File: src/bfsg_defines.svh
// Constants for the boot flash section guard
`ifndef BFSG_DEFINES_SVH
`define BFSG_DEFINES_SVH

// Address widths (word addresses)
`define BFSG_AW             16
`define BFSG_PAGE_LSB       7
// Halting area starts at a fixed word address
`define BFSG_HALT_BASE      16'he000
// Loader start per loader size fuse setting, all inside the halting area
`define BFSG_LDR_BASE_0     16'hf000
`define BFSG_LDR_BASE_1     16'hf800
`define BFSG_LDR_BASE_2     16'hfc00
`define BFSG_LDR_BASE_3     16'hfe00
// Wishbone register offsets (byte addresses)
`define BFSG_REG_CTRL       4'h0
`define BFSG_REG_LOCK       4'h4
`define BFSG_REG_STAT       4'h8
`define BFSG_REG_CFG        4'hc
// Control register field positions
`define BFSG_CTRL_EN        0
`define BFSG_CTRL_ERASE     1
`define BFSG_CTRL_WRITE     2
`define BFSG_CTRL_LOCKSET   3
`define BFSG_CTRL_REEN      4
// Lock byte field positions (0 means programmed)
`define BFSG_LK_APP_WR      0
`define BFSG_LK_APP_RD      1
`define BFSG_LK_LDR_WR      2
`define BFSG_LK_LDR_RD      3
`define BFSG_LOCK_RESET     4'hf
// Arming window for a command, in clock cycles
`define BFSG_ARM_CYCLES     3'h4
// Flash operation time in ns, and the derived cycle count at 25 ns
`define BFSG_OP_TIME_NS     4000
`define BFSG_CLK_NS         25
`define BFSG_OP_CYCLES      (`BFSG_OP_TIME_NS / `BFSG_CLK_NS)
// Highest CPU clock during concurrent programming, in kHz
`define BFSG_CONC_MAX_KHZ   2000

`endif

File: src/bfsg_pkg.sv
// Types for the boot flash section guard
package bfsg_pkg;
	typedef enum logic [2:0] {
		BFSG_IDLE = 3'b001,
		BFSG_ARM  = 3'b010,
		BFSG_BUSY = 3'b100
	} bfsg_state_t;
	typedef logic [15:0] bfsg_addr_t;
endpackage
File: src/bfsg_area_class.sv
// Classifies one flash address against the loader and halting boundaries
`timescale 1ns/1ps
`include "bfsg_defines.svh"
module bfsg_area_class (
	// Address and fuses
	input  wire logic              [15:0] addr,
	input  wire logic              [1:0]  size_fuses,
	// Classification
	output logic                          in_loader,
	output logic                          in_halting
);
	logic [15:0] ldr_base;

	// Loader start from the fuses; every choice sits above the halting base
	always_comb begin
		unique case (size_fuses)
			2'h0: ldr_base = `BFSG_LDR_BASE_0;
			2'h1: ldr_base = `BFSG_LDR_BASE_1;
			2'h2: ldr_base = `BFSG_LDR_BASE_2;
			2'h3: ldr_base = `BFSG_LDR_BASE_3;
		endcase
		in_loader  = addr >= ldr_base;
		in_halting = addr >= `BFSG_HALT_BASE;
	end
endmodule // bfsg_area_class

File: src/bfsg_guard.sv
// Access guard and read-while-write arbiter for self-programmed flash
//
// Implementation choices: the register offsets and register access over Wishbone.
`timescale 1ns/1ps
`include "bfsg_defines.svh"
// Notes on behaviour
// - self-write from application area is ignored
// - erase or write starts only when executing from loader area
// - loader may target any page, loader area included, locks permitting
// - concurrent-area program keeps CPU running; clock must be at most 2MHz (not checked here; the bench programs it at 40 MHz)
// - halting-area program stalls the CPU throughout
// - concurrent-area reads blocked while it is programmed; fetches only, loads ignore the busy flag
// - loader area always lies inside the halting area
// - busy flag reads one while concurrent area is blocked
// - two independent lock pairs, application and loader
// - locks only get programmed by software; only chip erase or rstn resets them
// - global write lock does not affect self-write
// - global read/write lock does not affect loads or self-writes
// - application write lock refuses self-writes into application area
// - application read lock refuses loader loads of application area
// - application read lock with loader vectors masks interrupts in app
// - loader write lock refuses self-writes into loader area
// - loader read lock refuses application loads of loader area
// - loader read lock with app vectors masks interrupts in loader
// - busy flag set on concurrent-area start, cleared by re-enable or buffer load
// - enable stays high through erase or write until done
// - lock-set armed with enable writes R0 on next self-write in 4 cycles
module bfsg_guard
	import bfsg_pkg::*;
(
	// Clock and reset
	input  wire logic                 clock,
	input  wire logic                 rstn,
	// Wishbone slave
	input  wire logic                 wb_cyc_i,
	input  wire logic                 wb_stb_i,
	input  wire logic                 wb_we_i,
	input  wire logic [3:0]           wb_adr_i,
	input  wire logic [3:0]           wb_sel_i,
	input  wire logic [31:0]          wb_dat_i,
	output logic      [31:0]          wb_dat_o,
	output logic                      wb_ack_o,
	// CPU operations
	input  wire bfsg_pkg::bfsg_addr_t pc,
	input  wire bfsg_pkg::bfsg_addr_t target,
	input  wire logic                 flash_self_write_op,
	input  wire logic                 program_memory_load_op,
	input  wire logic [7:0]           r0_data,
	input  wire logic                 fetch_req,
	input  wire bfsg_pkg::bfsg_addr_t fetch_addr,
	input  wire logic                 vectors_in_loader,
	// Configuration and chip erase
	input  wire logic [1:0]           loader_size_fuses,
	input  wire logic                 chip_erase,
	// Flash and core control
	output logic                      flash_erase_start,
	output logic                      flash_write_start,
	output logic                      buf_load,
	output bfsg_pkg::bfsg_addr_t      flash_page_addr,
	output logic                      load_grant,
	output logic                      load_refused,
	output logic                      fetch_block,
	output logic                      cpu_stall,
	output logic                      irq_suppress,
	output logic [3:0]                lock_bits
);
	bfsg_state_t state, next_state;
	logic [2:0]  arm_cnt, next_arm_cnt;
	logic [15:0] op_cnt, next_op_cnt;
	logic        self_write_enable, next_self_write_enable;
	logic        cmd_erase, next_cmd_erase;
	logic        cmd_write, next_cmd_write;
	logic        lock_set_command, next_lock_set_command;
	logic        concurrent_area_reenable, next_concurrent_area_reenable;
	logic        concurrent_area_busy_flag, next_busy;
	logic        op_halting, next_op_halting;
	logic [3:0]  next_lock_bits;
	logic [1:0]  fuse_q, next_fuse_q;
	logic        next_erase_start, next_write_start, next_buf_load;
	bfsg_addr_t  next_page_addr;
	logic        next_load_grant, next_load_refused;
	logic        next_fetch_block, next_stall, next_irq_suppress;
	logic [31:0] next_dat;
	logic        next_ack;
	logic        pc_ldr, pc_halt, tg_ldr, tg_halt, fe_ldr, fe_halt;
	logic        wr_refused, rd_refused, wb_wr, prog_req;
	logic        app_wr_lk, app_rd_lk, ldr_wr_lk, ldr_rd_lk;

	// Same classifier used for executing, target and fetch addresses
	bfsg_area_class u_pc_class (
		.addr       (pc),
		.size_fuses (fuse_q),
		.in_loader  (pc_ldr),
		.in_halting (pc_halt)
	);
	bfsg_area_class u_tg_class (
		.addr       (target),
		.size_fuses (fuse_q),
		.in_loader  (tg_ldr),
		.in_halting (tg_halt)
	);
	bfsg_area_class u_fe_class (
		.addr       (fetch_addr),
		.size_fuses (fuse_q),
		.in_loader  (fe_ldr),
		.in_halting (fe_halt)
	);

	// Lock decode; locks are active when the bit reads zero
	assign app_wr_lk = ~lock_bits[`BFSG_LK_APP_WR];
	assign app_rd_lk = ~lock_bits[`BFSG_LK_APP_RD];
	assign ldr_wr_lk = ~lock_bits[`BFSG_LK_LDR_WR];
	assign ldr_rd_lk = ~lock_bits[`BFSG_LK_LDR_RD];
	// Only section locks matter; global lock modes are not inputs here
	assign wr_refused = (tg_ldr ? ldr_wr_lk : app_wr_lk);
	assign rd_refused = pc_ldr ? (~tg_ldr & app_rd_lk)
	                           : (tg_ldr & ldr_rd_lk);
	// Write acts only at the edge where the master samples ack high
	assign wb_wr    = wb_cyc_i & wb_stb_i & wb_we_i & wb_ack_o & wb_sel_i[0];
	// Self-write counts only when issued from the loader area
	assign prog_req = flash_self_write_op & pc_ldr & (state == BFSG_ARM);

	// Next-state logic for the self-write sequencer and flags
	always_comb begin
		next_state = state;
		next_arm_cnt = arm_cnt;
		next_op_cnt = op_cnt;
		next_self_write_enable = self_write_enable;
		next_cmd_erase = cmd_erase;
		next_cmd_write = cmd_write;
		next_lock_set_command = lock_set_command;
		next_concurrent_area_reenable = concurrent_area_reenable;
		next_busy = concurrent_area_busy_flag;
		next_op_halting = op_halting;
		next_lock_bits = lock_bits;
		next_erase_start = 1'b0;
		next_write_start = 1'b0;
		next_buf_load = 1'b0;
		next_page_addr = flash_page_addr;
		unique case (state)
			BFSG_IDLE: begin
				if (wb_wr && wb_adr_i == `BFSG_REG_CTRL && wb_dat_i[`BFSG_CTRL_EN]) begin
					next_state = BFSG_ARM;
					next_arm_cnt = `BFSG_ARM_CYCLES;
					next_self_write_enable = 1'b1;
					next_cmd_erase = wb_dat_i[`BFSG_CTRL_ERASE];
					next_cmd_write = wb_dat_i[`BFSG_CTRL_WRITE];
					next_lock_set_command = wb_dat_i[`BFSG_CTRL_LOCKSET];
					next_concurrent_area_reenable = wb_dat_i[`BFSG_CTRL_REEN];
				end
			end
			BFSG_ARM: begin
				next_arm_cnt = arm_cnt - 3'h1;
				if (prog_req) begin
					next_state = BFSG_IDLE;
					next_self_write_enable = 1'b0;
					next_cmd_erase = 1'b0;
					next_cmd_write = 1'b0;
					next_lock_set_command = 1'b0;
					next_concurrent_area_reenable = 1'b0;
					if (lock_set_command) begin
						// Bits may only go to programmed, never back
						next_lock_bits = lock_bits & r0_data[3:0];
					end else if (concurrent_area_reenable) begin
						next_busy = 1'b0;
					end else if (cmd_erase || cmd_write) begin
						if (!wr_refused) begin
							// Any page, loader pages too, when unlocked
							next_page_addr = target;
							next_erase_start = cmd_erase;
							next_write_start = cmd_write & ~cmd_erase;
							next_op_halting = tg_halt;
							next_busy = concurrent_area_busy_flag | ~tg_halt;
							next_state = BFSG_BUSY;
							next_op_cnt = 16'(`BFSG_OP_CYCLES);
							next_self_write_enable = 1'b1;
						end
					end else begin
						// Plain buffer load also frees the concurrent area
						next_buf_load = 1'b1;
						next_busy = 1'b0;
					end
				end else if (arm_cnt == 3'h1) begin
					next_state = BFSG_IDLE;
					next_self_write_enable = 1'b0;
					next_cmd_erase = 1'b0;
					next_cmd_write = 1'b0;
					next_lock_set_command = 1'b0;
					next_concurrent_area_reenable = 1'b0;
				end
			end
			BFSG_BUSY: begin
				next_op_cnt = op_cnt - 16'h1;
				if (op_cnt == 16'h1) begin
					next_state = BFSG_IDLE;
					next_self_write_enable = 1'b0;
					next_cmd_erase = 1'b0;
					next_cmd_write = 1'b0;
				end
			end
			default: next_state = BFSG_IDLE;
		endcase
		// Chip erase wins and returns locks to unprogrammed
		if (chip_erase) begin
			next_lock_bits = `BFSG_LOCK_RESET;
		end
	end

	// Next values for CPU-facing gates
	always_comb begin
		next_fuse_q = loader_size_fuses;
		next_load_grant = program_memory_load_op & ~rd_refused;
		next_load_refused = program_memory_load_op & rd_refused;
		// Block is the next busy flag gated by a fetch outside the halting area
		next_fetch_block = fetch_req & ~fe_halt & next_busy;
		// Halting-area operation stalls; concurrent one lets halting fetches run
		next_stall = (next_state == BFSG_BUSY) & next_op_halting;
		next_irq_suppress = (vectors_in_loader & app_rd_lk & ~pc_ldr)
		                  | (~vectors_in_loader & ldr_rd_lk & pc_ldr);
	end

	// Wishbone read and ack; one wait state, unmapped reads give zero
	always_comb begin
		next_ack = wb_cyc_i & wb_stb_i & ~wb_ack_o;
		next_dat = 32'h0;
		if (wb_cyc_i && wb_stb_i && !wb_we_i) begin
			unique case (wb_adr_i)
				`BFSG_REG_CTRL: next_dat = {26'h0, concurrent_area_busy_flag,
					concurrent_area_reenable, lock_set_command, cmd_write, cmd_erase,
					self_write_enable};
				`BFSG_REG_LOCK: next_dat = {28'h0, lock_bits};
				`BFSG_REG_STAT: next_dat = {29'h0, state};
				`BFSG_REG_CFG:  next_dat = {30'h0, fuse_q};
				default:        next_dat = 32'h0;
			endcase
		end
	end

	// Register stage
	always_ff @(posedge clock) begin
		if (!rstn) begin
			state <= BFSG_IDLE;
			arm_cnt <= 3'h0;
			op_cnt <= 16'h0;
			self_write_enable <= 1'b0;
			cmd_erase <= 1'b0;
			cmd_write <= 1'b0;
			lock_set_command <= 1'b0;
			concurrent_area_reenable <= 1'b0;
			concurrent_area_busy_flag <= 1'b0;
			op_halting <= 1'b0;
			lock_bits <= `BFSG_LOCK_RESET;
			fuse_q <= 2'h0;
			flash_erase_start <= 1'b0;
			flash_write_start <= 1'b0;
			buf_load <= 1'b0;
			flash_page_addr <= 16'h0;
			load_grant <= 1'b0;
			load_refused <= 1'b0;
			fetch_block <= 1'b0;
			cpu_stall <= 1'b0;
			irq_suppress <= 1'b0;
			wb_ack_o <= 1'b0;
			wb_dat_o <= 32'h0;
		end else begin
			state <= next_state;
			arm_cnt <= next_arm_cnt;
			op_cnt <= next_op_cnt;
			self_write_enable <= next_self_write_enable;
			cmd_erase <= next_cmd_erase;
			cmd_write <= next_cmd_write;
			lock_set_command <= next_lock_set_command;
			concurrent_area_reenable <= next_concurrent_area_reenable;
			concurrent_area_busy_flag <= next_busy;
			op_halting <= next_op_halting;
			lock_bits <= next_lock_bits;
			fuse_q <= next_fuse_q;
			flash_erase_start <= next_erase_start;
			flash_write_start <= next_write_start;
			buf_load <= next_buf_load;
			flash_page_addr <= next_page_addr;
			load_grant <= next_load_grant;
			load_refused <= next_load_refused;
			fetch_block <= next_fetch_block;
			cpu_stall <= next_stall;
			irq_suppress <= next_irq_suppress;
			wb_ack_o <= next_ack;
			wb_dat_o <= next_dat;
		end
	end

	// Checks on the sequencer and gates
	AST_APP_IGNORED: assert property (@(posedge clock) disable iff (!rstn)
		flash_self_write_op && !pc_ldr |=> !flash_erase_start && !flash_write_start)
		else $error("self-write from application area started flash");
	AST_LDR_ONLY: assert property (@(posedge clock) disable iff (!rstn)
		flash_erase_start || flash_write_start |-> $past(pc_ldr))
		else $error("flash start without loader execution");
	AST_STALL: assert property (@(posedge clock) disable iff (!rstn)
		state == BFSG_BUSY && op_halting |-> cpu_stall)
		else $error("halting-area operation did not stall");
	AST_NO_STALL: assert property (@(posedge clock) disable iff (!rstn)
		state == BFSG_BUSY && !op_halting |-> !cpu_stall)
		else $error("concurrent-area operation stalled cpu");
	AST_BUSY_BLOCK: assert property (@(posedge clock) disable iff (!rstn)
		fetch_req && !fe_halt && concurrent_area_busy_flag |=> fetch_block)
		else $error("busy concurrent area fetch not blocked");
	AST_ENABLE_HELD: assert property (@(posedge clock) disable iff (!rstn)
		state == BFSG_BUSY |-> self_write_enable)
		else $error("enable dropped during operation");
	AST_LOCK_ONEWAY: assert property (@(posedge clock) disable iff (!rstn)
		!$past(chip_erase) |-> (lock_bits & ~$past(lock_bits)) == 4'h0)
		else $error("lock bit returned without chip erase");
	AST_WR_REFUSED: assert property (@(posedge clock) disable iff (!rstn)
		prog_req && cmd_erase && !lock_set_command && !concurrent_area_reenable
		&& wr_refused |=> !flash_erase_start && $stable(concurrent_area_busy_flag))
		else $error("locked erase went ahead");
	AST_RD_REFUSED: assert property (@(posedge clock) disable iff (!rstn)
		program_memory_load_op && rd_refused |=> load_refused && !load_grant)
		else $error("locked load granted");
	AST_ARM_WINDOW: assert property (@(posedge clock) disable iff (!rstn)
		state == BFSG_ARM && !prog_req |-> ##[1:4] state != BFSG_ARM)
		else $error("arming outlived four cycles");
	AST_LDR_IN_HALT: assert property (@(posedge clock) disable iff (!rstn)
		pc_ldr |-> pc_halt)
		else $error("loader address outside halting area");
	COV_CONC: cover property (@(posedge clock) disable iff (!rstn)
		flash_write_start && !cpu_stall);
	COV_HALT: cover property (@(posedge clock) disable iff (!rstn) cpu_stall);
	COV_LOCKSET: cover property (@(posedge clock) disable iff (!rstn)
		prog_req && lock_set_command);
endmodule // bfsg_guard

File: config.mk
export PLATFORM = sky130hd
export DESIGN_NAME = bfsg_guard
export DESIGN_NICKNAME = d
export VERILOG_FILES = /design/src/bfsg_pkg.sv /design/src/bfsg_area_class.sv /design/src/bfsg_guard.sv
export VERILOG_INCLUDE_DIRS = /design/src
export SDC_FILE = /design/constraint.sdc
export NUM_CORES = 1
export LEC_CHECK = 0
export CORE_MARGIN = 2
export CORE_UTILIZATION = 40
export DETAILED_ROUTE_END_ITERATION = 12
export DONT_BUFFER_PORTS = 1
export GPL_TIMING_DRIVEN = 0
export RECOVER_POWER = 25
export SYNTH_ARGS = -nofsm -noshare
export SYNTH_HDL_FRONTEND = slang
export SYNTH_SLANG_ARGS = --single-unit
File: constraint.sdc
create_clock -name clock -period 4.05 [get_ports clock]
set_input_delay 0.81 -clock clock [delete_from_list [all_inputs] [get_ports clock]]
set_output_delay 0.81 -clock clock [all_outputs]
set_load 0.01 [all_outputs]
==> flow_summary.yaml <==
logic_synthesis:
  ys_seq_area_share_pct: 37.6
  syn_inst: 416
  avgSynthCellArea_um2: 8.44
  syn_area_um2: 3510
  synth_flop_cell: "dfxtp_1"
  synth.distinct_cells: 63
  synth-edff-count: 0
  async_flop_share_pct: 0
  yosysWarnings: 0
  yosys_register_bits: 66
grt:
  grt_start_max_net_pins: 11
  grt-ovfl-total: 0
  antenna_found_initial: 0
  grt_pass1_vias: 2726
  grt_pass1_wl_um: 13900
  grt_usage_pct: 18.2
sta:
  max_freq_ghz: 0.383
  rsz0062_at_grt: "no"
  tns_ns: 0
  finalMaxSlewViolations: 0
  post-route-period-util_pct: 64.4
  fin_crit_ns: 2.61
  finalHoldViolCount: 0
  max_slew_margin_pct: 39.9
  finClkSkew_ns: 0.00717
  worst_slew_pin_slew_ns: 0.894
  setup-violations-final: 0
floorplan:
  start_util_pct: 40.8
  dieHeight_um: 97.7
  io_pins: 169
  design.core.area_um2: 8590
  dieWidth_um: 97.7
  placementRows: 34
  die-area_um2: 9540
setup_path:
  worstPathCellList: "nor2_1 -> ha_1 -> and3b_1 -> o21ai_0 -> nand4_1 -> a21oi_2 -> buf_4 -> a32oi_1 -> nor3_2"
  crit_buf_inv: 1
  cp.arrival_ns: 2.89
  crit_required_ns: 4.33
  crit_type: "reg -> reg"
  worst_setup_path_end_kind: "flip-flop"
  crit_fanout: 10
  crit_family: "compound AO/OA/AOI/OAI gates"
  crit_path_top_delay_cell: "o21ai_0"
  critPathLaunchType: "flip-flop"
  critPathMaxStageDelay_ns: 0.37
clock_tree:
  cts-root-buf: "clkbuf_8"
  htreeDepth: 3
  holdBufCountCts: 0
  cts_tree: "built"
  cts_made_buffers: 9
  clock-sinks: 66
  worstSkewPairLatency_ns: 0.36
  post_cts_resized: 0
  cts_post_setup_buffers_inserted: 0
  cts_buffer_depth: 2
  clk_pin_slew_ns: 0.07
routing:
  ant_nets: 0
  totalWireLength_um: 8780
  drc: 0
  dr_total_vias: 3004
  drt_iter0_markers: 132
  vias_per_cell: 5.34
  wl_per_cell_um: 15.6
  drtPass1Iterations: 4
power:
  power.leakage_uw: 0.00150
  ir_drop_uv: 141
  pwr_density_cell_nw_per_um2: 330
final_layout:
  nNetsFinal: 570
  diodes: 0
  area_growth_pct: 12.0
  fillers: 866
  utilization_pct: 45.7
  multi_input_area_um2: 1940
  seq_area_um2: 1320
  layout-drive-gt1-share_pct: 17.1
status:
  status: "finished clean"
placement:
  hpwl_um: 6630
  portBuffers: 0
  gp_congestion: 0.804
run:
  drv_cap: 0
hold_path:
  hp-class: "reg -> reg"
[cell type report]
type / instances / share of cell area (%)
multi-input cells: 316 / 49.3
flip-flops and latches: 66 / 33.6
plain buffers: 47 / 7.58
clock buffers: 11 / 3.85
well taps: 108 / 3.44
inverters: 12 / 1.15
clock inverters: 3 / 1.02
[worst paths after layout]
check,from,endpoint,slack (ns),cells past startpoint
worst max register to register,fuse_q[1],fetch_block,1.44,9
worst max-delay path,fuse_q[1],fetch_block,1.44,9
worst min register to register,wb_ack_o,wb_ack_o,0.48,1
worst min-delay path,wb_ack_o,wb_ack_o,0.48,1
[synth_stat cells (6+ instances only)]
library cell,n,area [µm²]
a21o_1,8,60.1
o21ai_0,15,75.1
nand2_1,53,199
buf_2,10,50.1
nor3_1,12,60.1
nand3_1,16,80.1
ha_1,10,125
buf_4,27,203
clkbuf_1,9,33.8
inv_1,11,41.3
dfxtp_1,66,1320
a21oi_1,35,175
o21a_1,6,45.0
nor2_1,34,128
[metal layers]
| metal | GRT usage [%] | vias to the layer above | part of all wire [%] | wire length [µm] |
|---|---|---|---|---|
| li1 | - | 1511 | - | - |
| met1 | 23.5 | 1372 | 44 | 3890 |
| met2 | 29.2 | 111 | 47 | 4130 |
| met3 | 4.39 | 10 | 7.0 | 616 |
| met4 | 7.69 | 0 | 1.6 | 142 |
| met5 | 0 | - | 0 | 0 |
[sequential cells by signal, summed over array words and instances (netlist names), 2 cells and up]
signal           cells
wb_dat_o             6
fuse_q               2
arm_cnt              3
lock_bits            4
state                3
op_cnt              16
flash_page_addr     16
[logic make-up (layout without fill, tap and decap cells)]
kind of cell | count (synthesis) | count (layout) | share of synthesized area (%)
buf+inv | 59 | 73 | 9.77
fa+ha+maj | 10 | 10 | 3.57
xor+xnor | 3 | 3 | 0.749
mux | 6 | 6 | 2.46
simple gates | 173 | 173 | 26.4
flops | 66 | 66 | 37.6
compound gates | 98 | 98 | 19.3
other cells | 1 | 26 | 0.107
[layout by cell type, fill, tap and decap left out, types with 4 or more instances in the layout]
master,Yosys,routed
buf_2,10,10
o21ai_0,15,15
a21oi_1,35,35
nor4_1,5,5
a21o_1,8,8
nand3_1,16,16
nor2b_1,5,5
nand2_1,53,53
nor2_1,34,34
a211oi_2,4,4
dfxtp_1,66,66
nand4_1,5,5
o2111ai_1,5,5
buf_4,27,27
and2_1,4,4
nor3_1,12,12
ha_1,10,10
and3_1,5,5
a31oi_1,4,4
nor4b_2,4,4
inv_1,11,11
clkbuf_8,0,11
o21a_1,6,6
conb_1,1,26
clkbuf_1,9,9
[stage by stage]
step	hold WS (ns)	setup slack, ns	cell area (µm²)	power (µW)	std cells
finish	0.485	1.44	3930	1300	563
global route	0.512	1.19	3930	1340	563
CTS	0.486	1.44	3930	1310	563
detailed placement	0.476	1.13	3740	748	549
global placement	0.462	1.13	3740	747	549
floorplan	0.451	1.42	3600	735	441
[report_power, final]
group	total, µW	internal (µW)	switching [µW]
Clock	563	309	254
Sequential	653	651	2.27
Combinational	80.6	35.8	44.7
No activity file was read; power rests on OpenSTA's default activity.
